$ cat src/logic/loader_cfg.svh
// offsets, field positions, reset values and timing counts of the parallel loader
`ifndef LOADER_CFG_SVH
`define LOADER_CFG_SVH

// ----------------------------------------------------------------
// register byte offsets
// ----------------------------------------------------------------
`define REG_CTRL        12'h000
`define REG_IMAGE_WORDS 12'h004
`define REG_STATUS      12'h008
`define REG_WORD_COUNT  12'h00c
`define REG_LAST_WORD   12'h010
`define REG_INT_STAT    12'h014
`define REG_INT_MASK    12'h018
`define REG_USER_OUT    12'h01c
`define REG_USER_OE     12'h020
`define REG_USER_IN     12'h024

// ----------------------------------------------------------------
// fields and reset values
// ----------------------------------------------------------------
`define CTRL_WIDE16_BIT     0
`define CTRL_RST            1'h1
`define IMAGE_WORDS_RST     32'h0000_0010
`define OPT_INIT_DONE_BIT   0
`define INT_LOAD_DONE_BIT   0
`define INT_USER_MODE_BIT   1
`define INT_RECONFIG_BIT    2
`define INT_BITS            3
`define INIT_FALL_EDGES     2'h2

// ----------------------------------------------------------------
// timing
// ----------------------------------------------------------------
`define PCLK_PERIOD_NS      25
`define POR_DELAY_NS        100000
`define POR_DELAY_CYC       ((`POR_DELAY_NS + `PCLK_PERIOD_NS - 1) / `PCLK_PERIOD_NS)
`define POR_CNT_W           13

`endif

$ cat src/logic/loader_pkg.sv
// types shared by the parallel loader
package loader_pkg;

  // ----------------------------------------------------------------
  // loader sequence states
  // ----------------------------------------------------------------
  typedef enum logic [4:0] {
    st_por   = 5'b00001,
    st_clear = 5'b00010,
    st_load  = 5'b00100,
    st_init  = 5'b01000,
    st_user  = 5'b10000
  } loader_state_e;

endpackage : loader_pkg

$ cat src/logic/input_sync.sv
// two-flop synchroniser, one chain per bit
`timescale 1ns/100ps
module input_sync #(
  parameter int WIDTH = 1
) (
  input  wire logic             pclk,
  input  wire logic             presetn,
  input  wire logic [WIDTH-1:0] async_in,
  output logic      [WIDTH-1:0] sync_out
);

  logic [WIDTH-1:0] meta;

  // ----------------------------------------------------------------
  // per-bit chains
  // ----------------------------------------------------------------
  genvar i;
  generate
    for (i = 0; i < WIDTH; i++) begin : g_bit
      always_ff @(posedge pclk or negedge presetn) begin
        if (!presetn) begin
          meta[i]     <= 1'b0;
          sync_out[i] <= 1'b0;
        end else begin
          meta[i]     <= async_in[i];
          sync_out[i] <= meta[i];
        end
      end
    end
  endgenerate

endmodule : input_sync

$ cat src/logic/parallel_config_loader.sv
// device-side parallel configuration loader with apb register file
//
// Behaviour
// - user mode shows all lines high; request low starts a reconfiguration
// - readiness output held low for the whole power-on delay
// - load complete stays low after power-up, before and during transfer
// - configuration clock ignored once configuration completes; host keeps driving it
// - sixteen-bit mode uses bits 15..0, eight-bit mode bits 7..0
// - after configuration data bits 31..0 become user input/output
// - load complete goes high only after the whole image is received
// - two falling clock edges after completion run initialization into user mode
// - when option bit loaded, init-done pin driven low until initialization ends
// - one data word taken per configuration clock cycle
//
// Our own choices: the register offsets and register access over APB.
`timescale 1ns/100ps
`include "loader_cfg.svh"
module parallel_config_loader
  import loader_pkg::*;
(
  input  wire logic        pclk,
  input  wire logic        presetn,
  input  wire logic [11:0] paddr,
  input  wire logic        psel,
  input  wire logic        penable,
  input  wire logic        pwrite,
  input  wire logic [31:0] pwdata,
  output logic      [31:0] prdata,
  output logic             pready,
  output logic             pslverr,
  output logic             irq,
  input  wire logic        reconfig_request_n,
  input  wire logic        config_clock,
  input  wire logic [31:0] data_in,
  output logic      [31:0] data_out,
  output logic      [31:0] data_oe_n,
  output logic             config_ready_n,
  output logic             load_complete,
  output logic             init_done_out,
  output logic             init_done_oe_n
);

  // ----------------------------------------------------------------
  // declarations
  // ----------------------------------------------------------------
  loader_state_e         state;
  loader_state_e         next_state;
  logic                  por_done;
  logic [33:0]           pins_sync;
  logic                  req_n_s;
  logic                  clk_s;
  logic                  clk_prev;
  logic                  clk_rise;
  logic                  clk_fall;
  logic [31:0]           data_s;
  logic [31:0]           word_in;
  logic                  wide16;
  logic [31:0]           image_words;
  logic [31:0]           word_count;
  logic [31:0]           last_word;
  logic                  init_pin_en;
  logic [1:0]            fall_count;
  logic [`INT_BITS-1:0]  int_stat;
  logic [`INT_BITS-1:0]  int_mask;
  logic [`INT_BITS-1:0]  events;
  logic [`INT_BITS-1:0]  int_clear;
  logic [31:0]           user_out;
  logic [31:0]           user_oe;
  logic                  access;
  logic                  wr_fire;
  logic                  addr_hit;
  logic [31:0]           rd_value;
  logic                  last_word_in;

  // ----------------------------------------------------------------
  // pin synchronisers and power-on delay
  // ----------------------------------------------------------------
  input_sync #(
    .WIDTH (34)
  ) u_sync (
    .pclk     (pclk),
    .presetn  (presetn),
    .async_in ({reconfig_request_n, config_clock, data_in}),
    .sync_out (pins_sync)
  );

  por_delay u_por (
    .pclk     (pclk),
    .presetn  (presetn),
    .por_done (por_done)
  );

  assign req_n_s = pins_sync[33];
  assign clk_s   = pins_sync[32];
  assign data_s  = pins_sync[31:0];

  // ----------------------------------------------------------------
  // configuration clock edges
  // ----------------------------------------------------------------
  always_ff @(posedge pclk or negedge presetn) begin
    if (!presetn) begin
      clk_prev <= 1'b0;
    end else begin
      clk_prev <= clk_s;
    end
  end

  assign clk_rise = clk_s & ~clk_prev;
  assign clk_fall = ~clk_s & clk_prev;

  // data sampled through the same two flops as the clock, so they stay aligned
  assign word_in = wide16 ? {16'h0000, data_s[15:0]} : {24'h000000, data_s[7:0]};

  assign last_word_in = (word_count + 32'h0000_0001) >= image_words;

  // ----------------------------------------------------------------
  // sequence state
  // ----------------------------------------------------------------
  always_comb begin
    next_state = state;
    unique case (state)
      st_por: begin
        if (por_done) begin
          next_state = req_n_s ? st_load : st_clear;
        end
      end
      st_clear: begin
        if (req_n_s) begin
          next_state = st_load;
        end
      end
      st_load: begin
        if (!req_n_s) begin
          next_state = st_clear;
        end else if (clk_rise && last_word_in) begin
          next_state = st_init;
        end
      end
      st_init: begin
        if (!req_n_s) begin
          next_state = st_clear;
        // the first fall in init closes the last word's clock cycle, so the exit waits for the third fall in init
        end else if (clk_fall && fall_count == `INIT_FALL_EDGES) begin
          next_state = st_user;
        end
      end
      st_user: begin
        if (!req_n_s) begin
          next_state = st_clear;
        end
      end
      default: begin
        next_state = st_por;
      end
    endcase
  end

  always_ff @(posedge pclk or negedge presetn) begin
    if (!presetn) begin
      state <= st_por;
    end else begin
      state <= next_state;
    end
  end

  // ----------------------------------------------------------------
  // word capture and counting
  // ----------------------------------------------------------------
  always_ff @(posedge pclk or negedge presetn) begin
    if (!presetn) begin
      word_count  <= 32'h0000_0000;
      last_word   <= 32'h0000_0000;
      init_pin_en <= 1'b0;
    end else if (state == st_clear) begin
      word_count  <= 32'h0000_0000;
      init_pin_en <= 1'b0;
    end else if (state == st_load && req_n_s && clk_rise) begin
      word_count <= word_count + 32'h0000_0001;
      last_word  <= word_in;
      if (word_count == 32'h0000_0000) begin
        init_pin_en <= word_in[`OPT_INIT_DONE_BIT];
      end
    end
  end

  always_ff @(posedge pclk or negedge presetn) begin
    if (!presetn) begin
      fall_count <= 2'h0;
    end else if (state != st_init) begin
      fall_count <= 2'h0;
    end else if (clk_fall) begin
      fall_count <= fall_count + 2'h1;
    end
  end

  // ----------------------------------------------------------------
  // pin outputs
  // ----------------------------------------------------------------
  always_ff @(posedge pclk or negedge presetn) begin
    if (!presetn) begin
      config_ready_n <= 1'b0;
      load_complete  <= 1'b0;
    end else begin
      config_ready_n <= (next_state != st_por) && (next_state != st_clear);
      load_complete  <= (next_state == st_init) || (next_state == st_user);
    end
  end

  always_ff @(posedge pclk or negedge presetn) begin
    if (!presetn) begin
      init_done_out  <= 1'b0;
      init_done_oe_n <= 1'b1;
    end else begin
      init_done_out  <= 1'b0;
      // pin drives low only while enabled and not yet in user mode
      init_done_oe_n <= ~(init_pin_en && next_state != st_user);
    end
  end

  // user pins stay released until user mode
  always_ff @(posedge pclk or negedge presetn) begin
    if (!presetn) begin
      data_out  <= 32'h0000_0000;
      data_oe_n <= 32'hffff_ffff;
    end else begin
      data_out  <= user_out;
      data_oe_n <= (next_state == st_user) ? ~user_oe : 32'hffff_ffff;
    end
  end

  // ----------------------------------------------------------------
  // interrupts
  // ----------------------------------------------------------------
  assign events[`INT_LOAD_DONE_BIT] = (state == st_load) && (next_state == st_init);
  assign events[`INT_USER_MODE_BIT] = (state == st_init) && (next_state == st_user);
  assign events[`INT_RECONFIG_BIT]  = (state != st_clear) && (next_state == st_clear)
                                      && (state != st_por);

  assign int_clear = (wr_fire && paddr == `REG_INT_STAT) ? pwdata[`INT_BITS-1:0]
                                                          : {`INT_BITS{1'b0}};

  // a new event wins over a clear in the same cycle
  always_ff @(posedge pclk or negedge presetn) begin
    if (!presetn) begin
      int_stat <= {`INT_BITS{1'b0}};
    end else begin
      int_stat <= (int_stat & ~int_clear) | events;
    end
  end

  always_ff @(posedge pclk or negedge presetn) begin
    if (!presetn) begin
      irq <= 1'b0;
    end else begin
      irq <= |(((int_stat & ~int_clear) | events) & int_mask);
    end
  end

  // ----------------------------------------------------------------
  // apb slave
  // ----------------------------------------------------------------
  assign access  = psel & penable & ~pready;
  assign wr_fire = psel & penable & pready & pwrite;

  always_comb begin
    addr_hit = 1'b1;
    rd_value = 32'h0000_0000;
    unique case (paddr)
      `REG_CTRL:        rd_value = {31'h0, wide16};
      `REG_IMAGE_WORDS: rd_value = image_words;
      `REG_STATUS:      rd_value = {24'h0, init_pin_en, req_n_s, state, 1'b0};
      `REG_WORD_COUNT:  rd_value = word_count;
      `REG_LAST_WORD:   rd_value = last_word;
      `REG_INT_STAT:    rd_value = {29'h0, int_stat};
      `REG_INT_MASK:    rd_value = {29'h0, int_mask};
      `REG_USER_OUT:    rd_value = user_out;
      `REG_USER_OE:     rd_value = user_oe;
      `REG_USER_IN:     rd_value = data_s;
      default:          addr_hit = 1'b0;
    endcase
  end

  always_ff @(posedge pclk or negedge presetn) begin
    if (!presetn) begin
      pready  <= 1'b0;
      pslverr <= 1'b0;
      prdata  <= 32'h0000_0000;
    end else begin
      pready  <= access;
      pslverr <= access & ~addr_hit;
      if (access && !pwrite) begin
        prdata <= addr_hit ? rd_value : 32'h0000_0000;
      end
    end
  end

  always_ff @(posedge pclk or negedge presetn) begin
    if (!presetn) begin
      wide16      <= `CTRL_RST;
      image_words <= `IMAGE_WORDS_RST;
      int_mask    <= {`INT_BITS{1'b0}};
      user_out    <= 32'h0000_0000;
      user_oe     <= 32'h0000_0000;
    end else if (wr_fire) begin
      unique case (paddr)
        `REG_CTRL:        wide16      <= pwdata[`CTRL_WIDE16_BIT];
        `REG_IMAGE_WORDS: image_words <= pwdata;
        `REG_INT_MASK:    int_mask    <= pwdata[`INT_BITS-1:0];
        `REG_USER_OUT:    user_out    <= pwdata;
        `REG_USER_OE:     user_oe     <= pwdata;
        default:          ;
      endcase
    end
  end

endmodule : parallel_config_loader

$ cat src/logic/por_delay.sv
// power-on delay counter
`timescale 1ns/100ps
`include "loader_cfg.svh"
module por_delay (
  input  wire logic pclk,
  input  wire logic presetn,
  output logic      por_done
);

  logic [`POR_CNT_W-1:0] count;

  // ----------------------------------------------------------------
  // count once after reset, then hold
  // ----------------------------------------------------------------
  always_ff @(posedge pclk or negedge presetn) begin
    if (!presetn) begin
      count    <= '0;
      por_done <= 1'b0;
    end else if (!por_done) begin
      count <= count + `POR_CNT_W'(1);
      if (count == `POR_CNT_W'(`POR_DELAY_CYC - 1)) begin
        por_done <= 1'b1;
      end
    end
  end

endmodule : por_delay

$ cat config.mk
export PLATFORM = sky130hd
export DESIGN_NAME = parallel_config_loader
export DESIGN_NICKNAME = d
export VERILOG_FILES = /design/src/logic/loader_pkg.sv /design/src/logic/input_sync.sv /design/src/logic/parallel_config_loader.sv /design/src/logic/por_delay.sv
export VERILOG_INCLUDE_DIRS = /design/src /design/src/logic
export SDC_FILE = /design/constraint.sdc
export NUM_CORES = 1
export LEC_CHECK = 0
export BUFFER_PORTS_ARGS = -buffer_cell sky130_fd_sc_hd__buf_2
export CORE_MARGIN = 2
export CORE_UTILIZATION = 25
export CTS_CLUSTER_DIAMETER = 200
export DETAILED_ROUTE_END_ITERATION = 7
export PLACE_DENSITY_LB_ADDON = 0.2
export SLEW_MARGIN = 20
export SYNTH_ARGS = -nofsm -noshare
export SYNTH_HDL_FRONTEND = slang
export SYNTH_SLANG_ARGS = --single-unit
$ cat constraint.sdc
create_clock -name pclk -period 9.5 [get_ports pclk]
set_input_delay 1.425 -clock pclk [delete_from_list [all_inputs] [get_ports pclk]]
set_output_delay 1.425 -clock pclk [all_outputs]
set_load 0.01 [all_outputs]
=== Word-level counts from Yosys, hierarchy flattened ===
Index checks and enable logic that the tools add are counted.

* Bits in registers: 360
* Input bits: 83
* Output and inout port bits: 103
* Word-level logic and storage cells: 190

* Add/subtract/negate cells: 3
* Order comparisons: 1
* Eq/ne operators: 25
* Multiplexer cells: 24
* Bitwise logic cells: 18
* Reductions and logical operators: 28

{| class="wikitable"
|+ Operators with widths
! operator !! number
|-
| $pmux 32 s10 || 1
|-
| $mux 32 || 4
|-
| $eq 12x5->1 const B || 4
|-
| $mux 5 || 7
|-
| $add 32x1->32 const B || 1
|-
| $ge 32x32->1 || 1
|-
| $logic_not 32->1 || 1
|-
| $not 32->32 || 1
|-
| $pmux 5 s5 || 1
|-
| $eq 12x4->1 const B || 2
|-
| $eq 12x6->1 const B || 2
|-
| $mux 16 || 1
|-
| $reduce_and 2->1 || 7
|-
| $add 13x1->13 const B || 1
|-
| $eq 13x12->1 const B || 1
|-
| $eq 12x3->1 const B || 1
|-
| $logic_and 1x1->1 || 12
|-
| $logic_not 12->1 || 1
|-
| $eq 5x2->1 const B || 2
|-
| $eq 5x4->1 const B || 2
|-
| $eq 5x5->1 const B || 2
|-
| $ne 5x1->1 const B || 2
|-
| $ne 5x2->1 const B || 2
|-
| $reduce_or 10->1 || 1
|-
| other kinds (18) || 39
|}

=== Logic depth before layout (Yosys ltp) ===
* Word-level depth: 12
* Mapped depth: 15
* Gate-level depth less buffers: 13

=== Modules after synthesis ===
From an unflattened synthesis, not the netlist that was laid out.

* Cell total of the unflattened synthesis: 1260
* Area total of the unflattened synthesis: 14715.4 um^2

{| class="wikitable"
|+ Modules (own cells, without submodules)
! module !! times used !! cells each !! area an instance (um^2) !! seq. area each (um^2)
|-
| parallel_config_loader || 1 || 1138 || 12338.1 || 6601.3
|-
| input_sync || 1 || 68 || 1701.6 || 1701.6
|-
| por_delay || 1 || 54 || 675.6 || 350.3
|}

=== Worst setup path after synthesis ===
Ideal clock, no wire load.

* Path kind: register -> register
* Start point: register word_count[7]
* End point: register irq
* Setup time: 0.087 ns
* Data arrival time: 3.419 ns
* Data required time: 9.413 ns
* Setup slack: 5.994 ns
* Stages on the path, launching flop included: 13
* Buffers on the path: 1
* Clock period less this slack: 3.506 ns
* Cell sequence: dfrtp_1 -> clkbuf_1 -> nand3_1 -> nor4_1 -> nand4_1 -> xnor2_1 -> ha_1 -> nand4_1 -> nor3_1 -> or4b_2 -> a31oi_1 -> o21ai_0 -> o211ai_1

* Longest elaborated chain between the ends: 12
* Elaborated cells between the ends (all ways): 16
* Those cells by class: 1 x add/sub; 1 x order compare; 3 x eq/ne; 3 x mux; 2 x bitwise; 6 x reduce/logical

{| class="wikitable"
|+ RTL lines
! element !! line !! text
|-
| start, declared || parallel_config_loader.sv:59 || <nowiki>logic [31:0] word_count;</nowiki>
|-
| start signal, assigned || parallel_config_loader.sv:178 || <nowiki>word_count <= word_count + 32'h0000_0001;</nowiki>
|-
| $add 32x1->32 * || parallel_config_loader.sv:114 || <nowiki>assign last_word_in = (word_count + 32'h0000_0001) >= image_words;</nowiki>
|-
| $ge 32x32->1 * || parallel_config_loader.sv:114 ||
|-
| $logic_and 1x1->1 * || parallel_config_loader.sv:135 || <nowiki>end else if (clk_rise && last_word_in) begin</nowiki>
|-
| $mux 5 * || parallel_config_loader.sv:135 ||
|-
| $mux 5 * || parallel_config_loader.sv:133 || <nowiki>if (!req_n_s) begin</nowiki>
|-
| $pmux 5 s5 * || parallel_config_loader.sv:121 || <nowiki>unique case (state)</nowiki>
|-
| $eq 5x2->1 || parallel_config_loader.sv:236 || <nowiki>assign events[`INT_RECONFIG_BIT] = (state != st_clear) && (next_state == st_clear)</nowiki>
|-
| $logic_and 1x1->1 || parallel_config_loader.sv:236 ||
|-
| $logic_and 1x1->1 || parallel_config_loader.sv:237 || <nowiki>&& (state != st_por);</nowiki>
|-
| $or 3x3->3 * || parallel_config_loader.sv:255 || <nowiki>irq <= |(((int_stat & ~int_clear) | events) & int_mask);</nowiki>
|-
| $and 3x3->3 * || parallel_config_loader.sv:255 ||
|-
| $reduce_or 3->1 * || parallel_config_loader.sv:255 ||
|-
| end signal, assigned || parallel_config_loader.sv:255 ||
|-
| end, declared || parallel_config_loader.sv:31 || <nowiki>output logic irq,</nowiki>
|}

Every way passes the cells marked *; elsewhere a longest branch is shown, timed or not.
A chain may end at the register's enable or synchronous reset.

=== Worst setup path after layout ===
* Start point: register word_count[0]
* End point: register irq

The elaborated chain is that of the path after synthesis.

==> flow_summary.ini <==
[synthesis]
synth_nets = 1369
synth_top_family_by_area = compound AO/OA/AOI/OAI gates
yosys-top-cells-area = dfrtp_1 (53%), dfstp_2 (6.5%), mux2_2 (4.7%)
syn_avg_cell_area_um2 = 11.55
yosysMostFrequentCell = dfrtp_1
synth_top_area_share = 0.5337
synth_edf_count = 0
synth_compound_area_frac = 0.1320
yosysWarnings = 0
synth_mux_area_frac = 0.06099
async_flop_share = 1.000
synth_seq_cells = 344
netlist_area_um2 = 14440
synthXorXnorAreaFrac = 0.02669
yosysUniqueCellTypes = 65
ys_seq_area_frac = 0.5992
synthTopCellsByCount = dfrtp_1 (308), nand2_1 (175), o21ai_0 (84)
synthAdderAreaFrac = 0.03119
yosysTopAreaCell = dfrtp_1
yosys.area_share.simple = 0.1131
syn_inst = 1250
synth_ff_type = dfrtp_1

[critical_path]
crit_start = word_count[0]$_DFFE_PN0P_
r2r-start = word_count[0]$_DFFE_PN0P_
critical_path_class = register to register
cp-endpoint = irq$_DFF_PN0_
crit_path_cell_trace = ha_1 > nand4_1 > nor3_1 > nand2_1 > nor2_1 > xor2_1 > ha_1 > nand4_1 > nor4_1 > nand2_1 > a31oi_1 > o21ai_0 > o211ai_1
rr_worst_depth = 13
max_stage_delay_ps = 710
crit_family = simple AND/OR/NAND/NOR gates
timing.rr.end = irq$_DFF_PN0_
cp.depth = 13
critical_path_arrival_ps = 5140
cp_num_buf_inv = 0
critPathMaxFanout = 8
crit_path_end_kind = register
start_kind = register
cp_slowest_cell = nor3_1
reg2reg_slack_ps = 4840
worstPathRequired_ps = 9980

[pwr]
power.switching_uw = 723.2
ir_drop_mv = 0.1322
intPower_mw = 2.542
seq_power_share = 0.456
power.share.clock = 0.520
p_comb_frac = 0.023
p_sw_frac = 0.2215
leakage_nw = 8.383
p_per_area_nw_per_um2 = 185.5

[timing]
slew_viol_final = 0
tns_ps = 0
rsz0062_at_grt = no
hold_violations = 0
relSlewSlack = 0.3779
fmax_mhz = 214.7
period_share = 0.4903
tightest_slew_ps = 933.2
fin_skew_ps = 19.74
fin_crit_ps = 4658
setup_viol = 0

[routing]
avgViaCountPerCell = 4.692
wirelength_um = 44310
dr_total_vias = 10360
drc = 0
drt_iter0_drc = 774
ant_nets = 0
first_pass_iters = 7
wire_per_inst_um = 20.07

[place]
dpl.hpwl_um = 30010
place_area_um2 = 16120
io_buffers = 184
globalplace.congestion = 0.8038

[floorplanning]
ios = 186
num_rows = 88
start_util = 0.2517
die_h_um = 244.3
die_w_um = 244.3
die_area_um2 = 59700
core_area_um2 = 57370

[flow_run]
max-cap-violations = 0

[clock_tree]
htree_levels = 2
cts-resized-gates = 0
cts_sinks = 344
cts_setup_buffers = 0
path_clk_slew_ps = 60
insertion_delay_ps = 590
cts_root_buf = clkbuf_16
holdBufCountCts = 0
numCtsBuffers = 43
cts_max_path_buffers = 3
tritoncts = yes

[grt]
grt_pass1_vias = 10740
grt_pass1_wl_um = 68100
grt_usage = 0.1498
grt_max_degree = 151
antenna_found_initial = 0
grt_overflow = 0

[final_layout]
drive_gt1_frac = 0.2668
antenna_cells = 0
final_cell_area_um2 = 17610
num-nets-final = 1530
finish.utilization = 0.3069
areaGrowthSynthToFinish_pct = 21.91

[status]
status = finished, final reports clean

[hold_path]
holdCritPathClass = register to register
==> worst reg2reg max path: stages, from the launching register on <==
cell	delay [ps]
dfrtp_1	480
ha_1	370
nand4_1	280
nor3_1	710
nand2_1	250
nor2_1	230
xor2_1	100
ha_1	290
nand4_1	190
nor4_1	590
nand2_1	180
a31oi_1	390
o21ai_0	290
o211ai_1	230
==> area by class of cell <==
cell class | count | area, µm²
clock inverter | 14 | 209.0
fill | 5951 | 39760
multi-input combinational | 781 | 5294
tap | 765 | 957.2
sequential | 344 | 8653
inverter | 41 | 153.9
clock buffer | 63 | 1271
timing repair buffer | 200 | 1067
==> logic make-up after synthesis <==
logic type,after synthesis
xor+xnor,44
buf+inv,125
other cells,1
mux,79
fa+ha+maj,36
compound gates,283
simple gates,338
flops,344
==> flip-flops by register name, indices dropped and copies added (netlist names), 3 cells and up <==
name	count
int_stat	3
image_words	32
user_out	32
state	5
u_sync.sync_out	34
data_oe_n	32
user_oe	32
data_out	32
u_por.count	13
int_mask	3
u_sync.meta	34
prdata	32
last_word	16
word_count	32
==> layer usage <==
metal  part of all wire  vias to the layer above  GRT usage  wire length [µm]
met4              0.023                        0    0.04322              1025
li1                   -                     4781          -                 -
met5                  0                        -          0                 0
met3              0.048                       60    0.02974              2136
met2               0.47                      236     0.2396             20660
met1               0.46                     5282     0.2055             20490
==> power by group through the flow <==
stage / sequential (mW) / combinational, mW / clock (mW)
after floorplan: 1.51 / 0.0143 / 0
after global placement: 1.52 / 0.0793 / 0
after detailed placement: 1.52 / 0.0798 / 0
after CTS: 1.49 / 0.0802 / 1.76
after global routing: 1.49 / 0.0867 / 1.82
final: 1.49 / 0.0759 / 1.70
==> worst min-delay path by stage <==
stage	from	endpoint	slack [ps]	depth (start not counted)
2_1_floorplan	u_sync.meta[0]$_DFF_PN0_	u_sync.sync_out[0]$_DFF_PN0_	330	0
3_3_place_gp	u_sync.meta[16]$_DFF_PN0_	u_sync.sync_out[16]$_DFF_PN0_	340	0
3_5_place_dp	u_sync.meta[31]$_DFF_PN0_	u_sync.sync_out[31]$_DFF_PN0_	330	0
4_1_cts	u_sync.meta[27]$_DFF_PN0_	u_sync.sync_out[27]$_DFF_PN0_	340	0
5_1_grt	u_sync.meta[28]$_DFF_PN0_	u_sync.sync_out[28]$_DFF_PN0_	350	0
6_report	u_sync.meta[27]$_DFF_PN0_	u_sync.sync_out[27]$_DFF_PN0_	340	0
==> stage by stage <==
step                      instances  setup slack [ps]  power (mW)  hold WS, ps
final                          2208              4842       3.265        339.4
after global routing           2208              4582       3.398        351.8
after CTS                      2208              4862       3.332        344.3
after detailed placement       2131              4901       1.596        334.7
after global placement         2131              4987       1.595        335.5
after floorplan                1250              5994       1.526        331.2
==> placed cells by master, fill, tap and decap left out, types with 16 or more instances in the layout <==
cell | synthesis | layout
ha_1 | 36 | 36
nor3_1 | 17 | 16
dfstp_2 | 36 | 36
inv_1 | 41 | 41
nand2_1 | 175 | 175
a22oi_1 | 25 | 25
buf_2 | 17 | 183
a222oi_1 | 35 | 35
xnor2_1 | 29 | 29
dfrtp_1 | 308 | 308
nand3_1 | 33 | 33
o21ai_0 | 84 | 84
a21o_1 | 27 | 27
a21oi_1 | 45 | 45
clkbuf_16 | 0 | 43
mux2_2 | 60 | 60
nor2_1 | 31 | 30
Power figures use the tool's default switching activity.
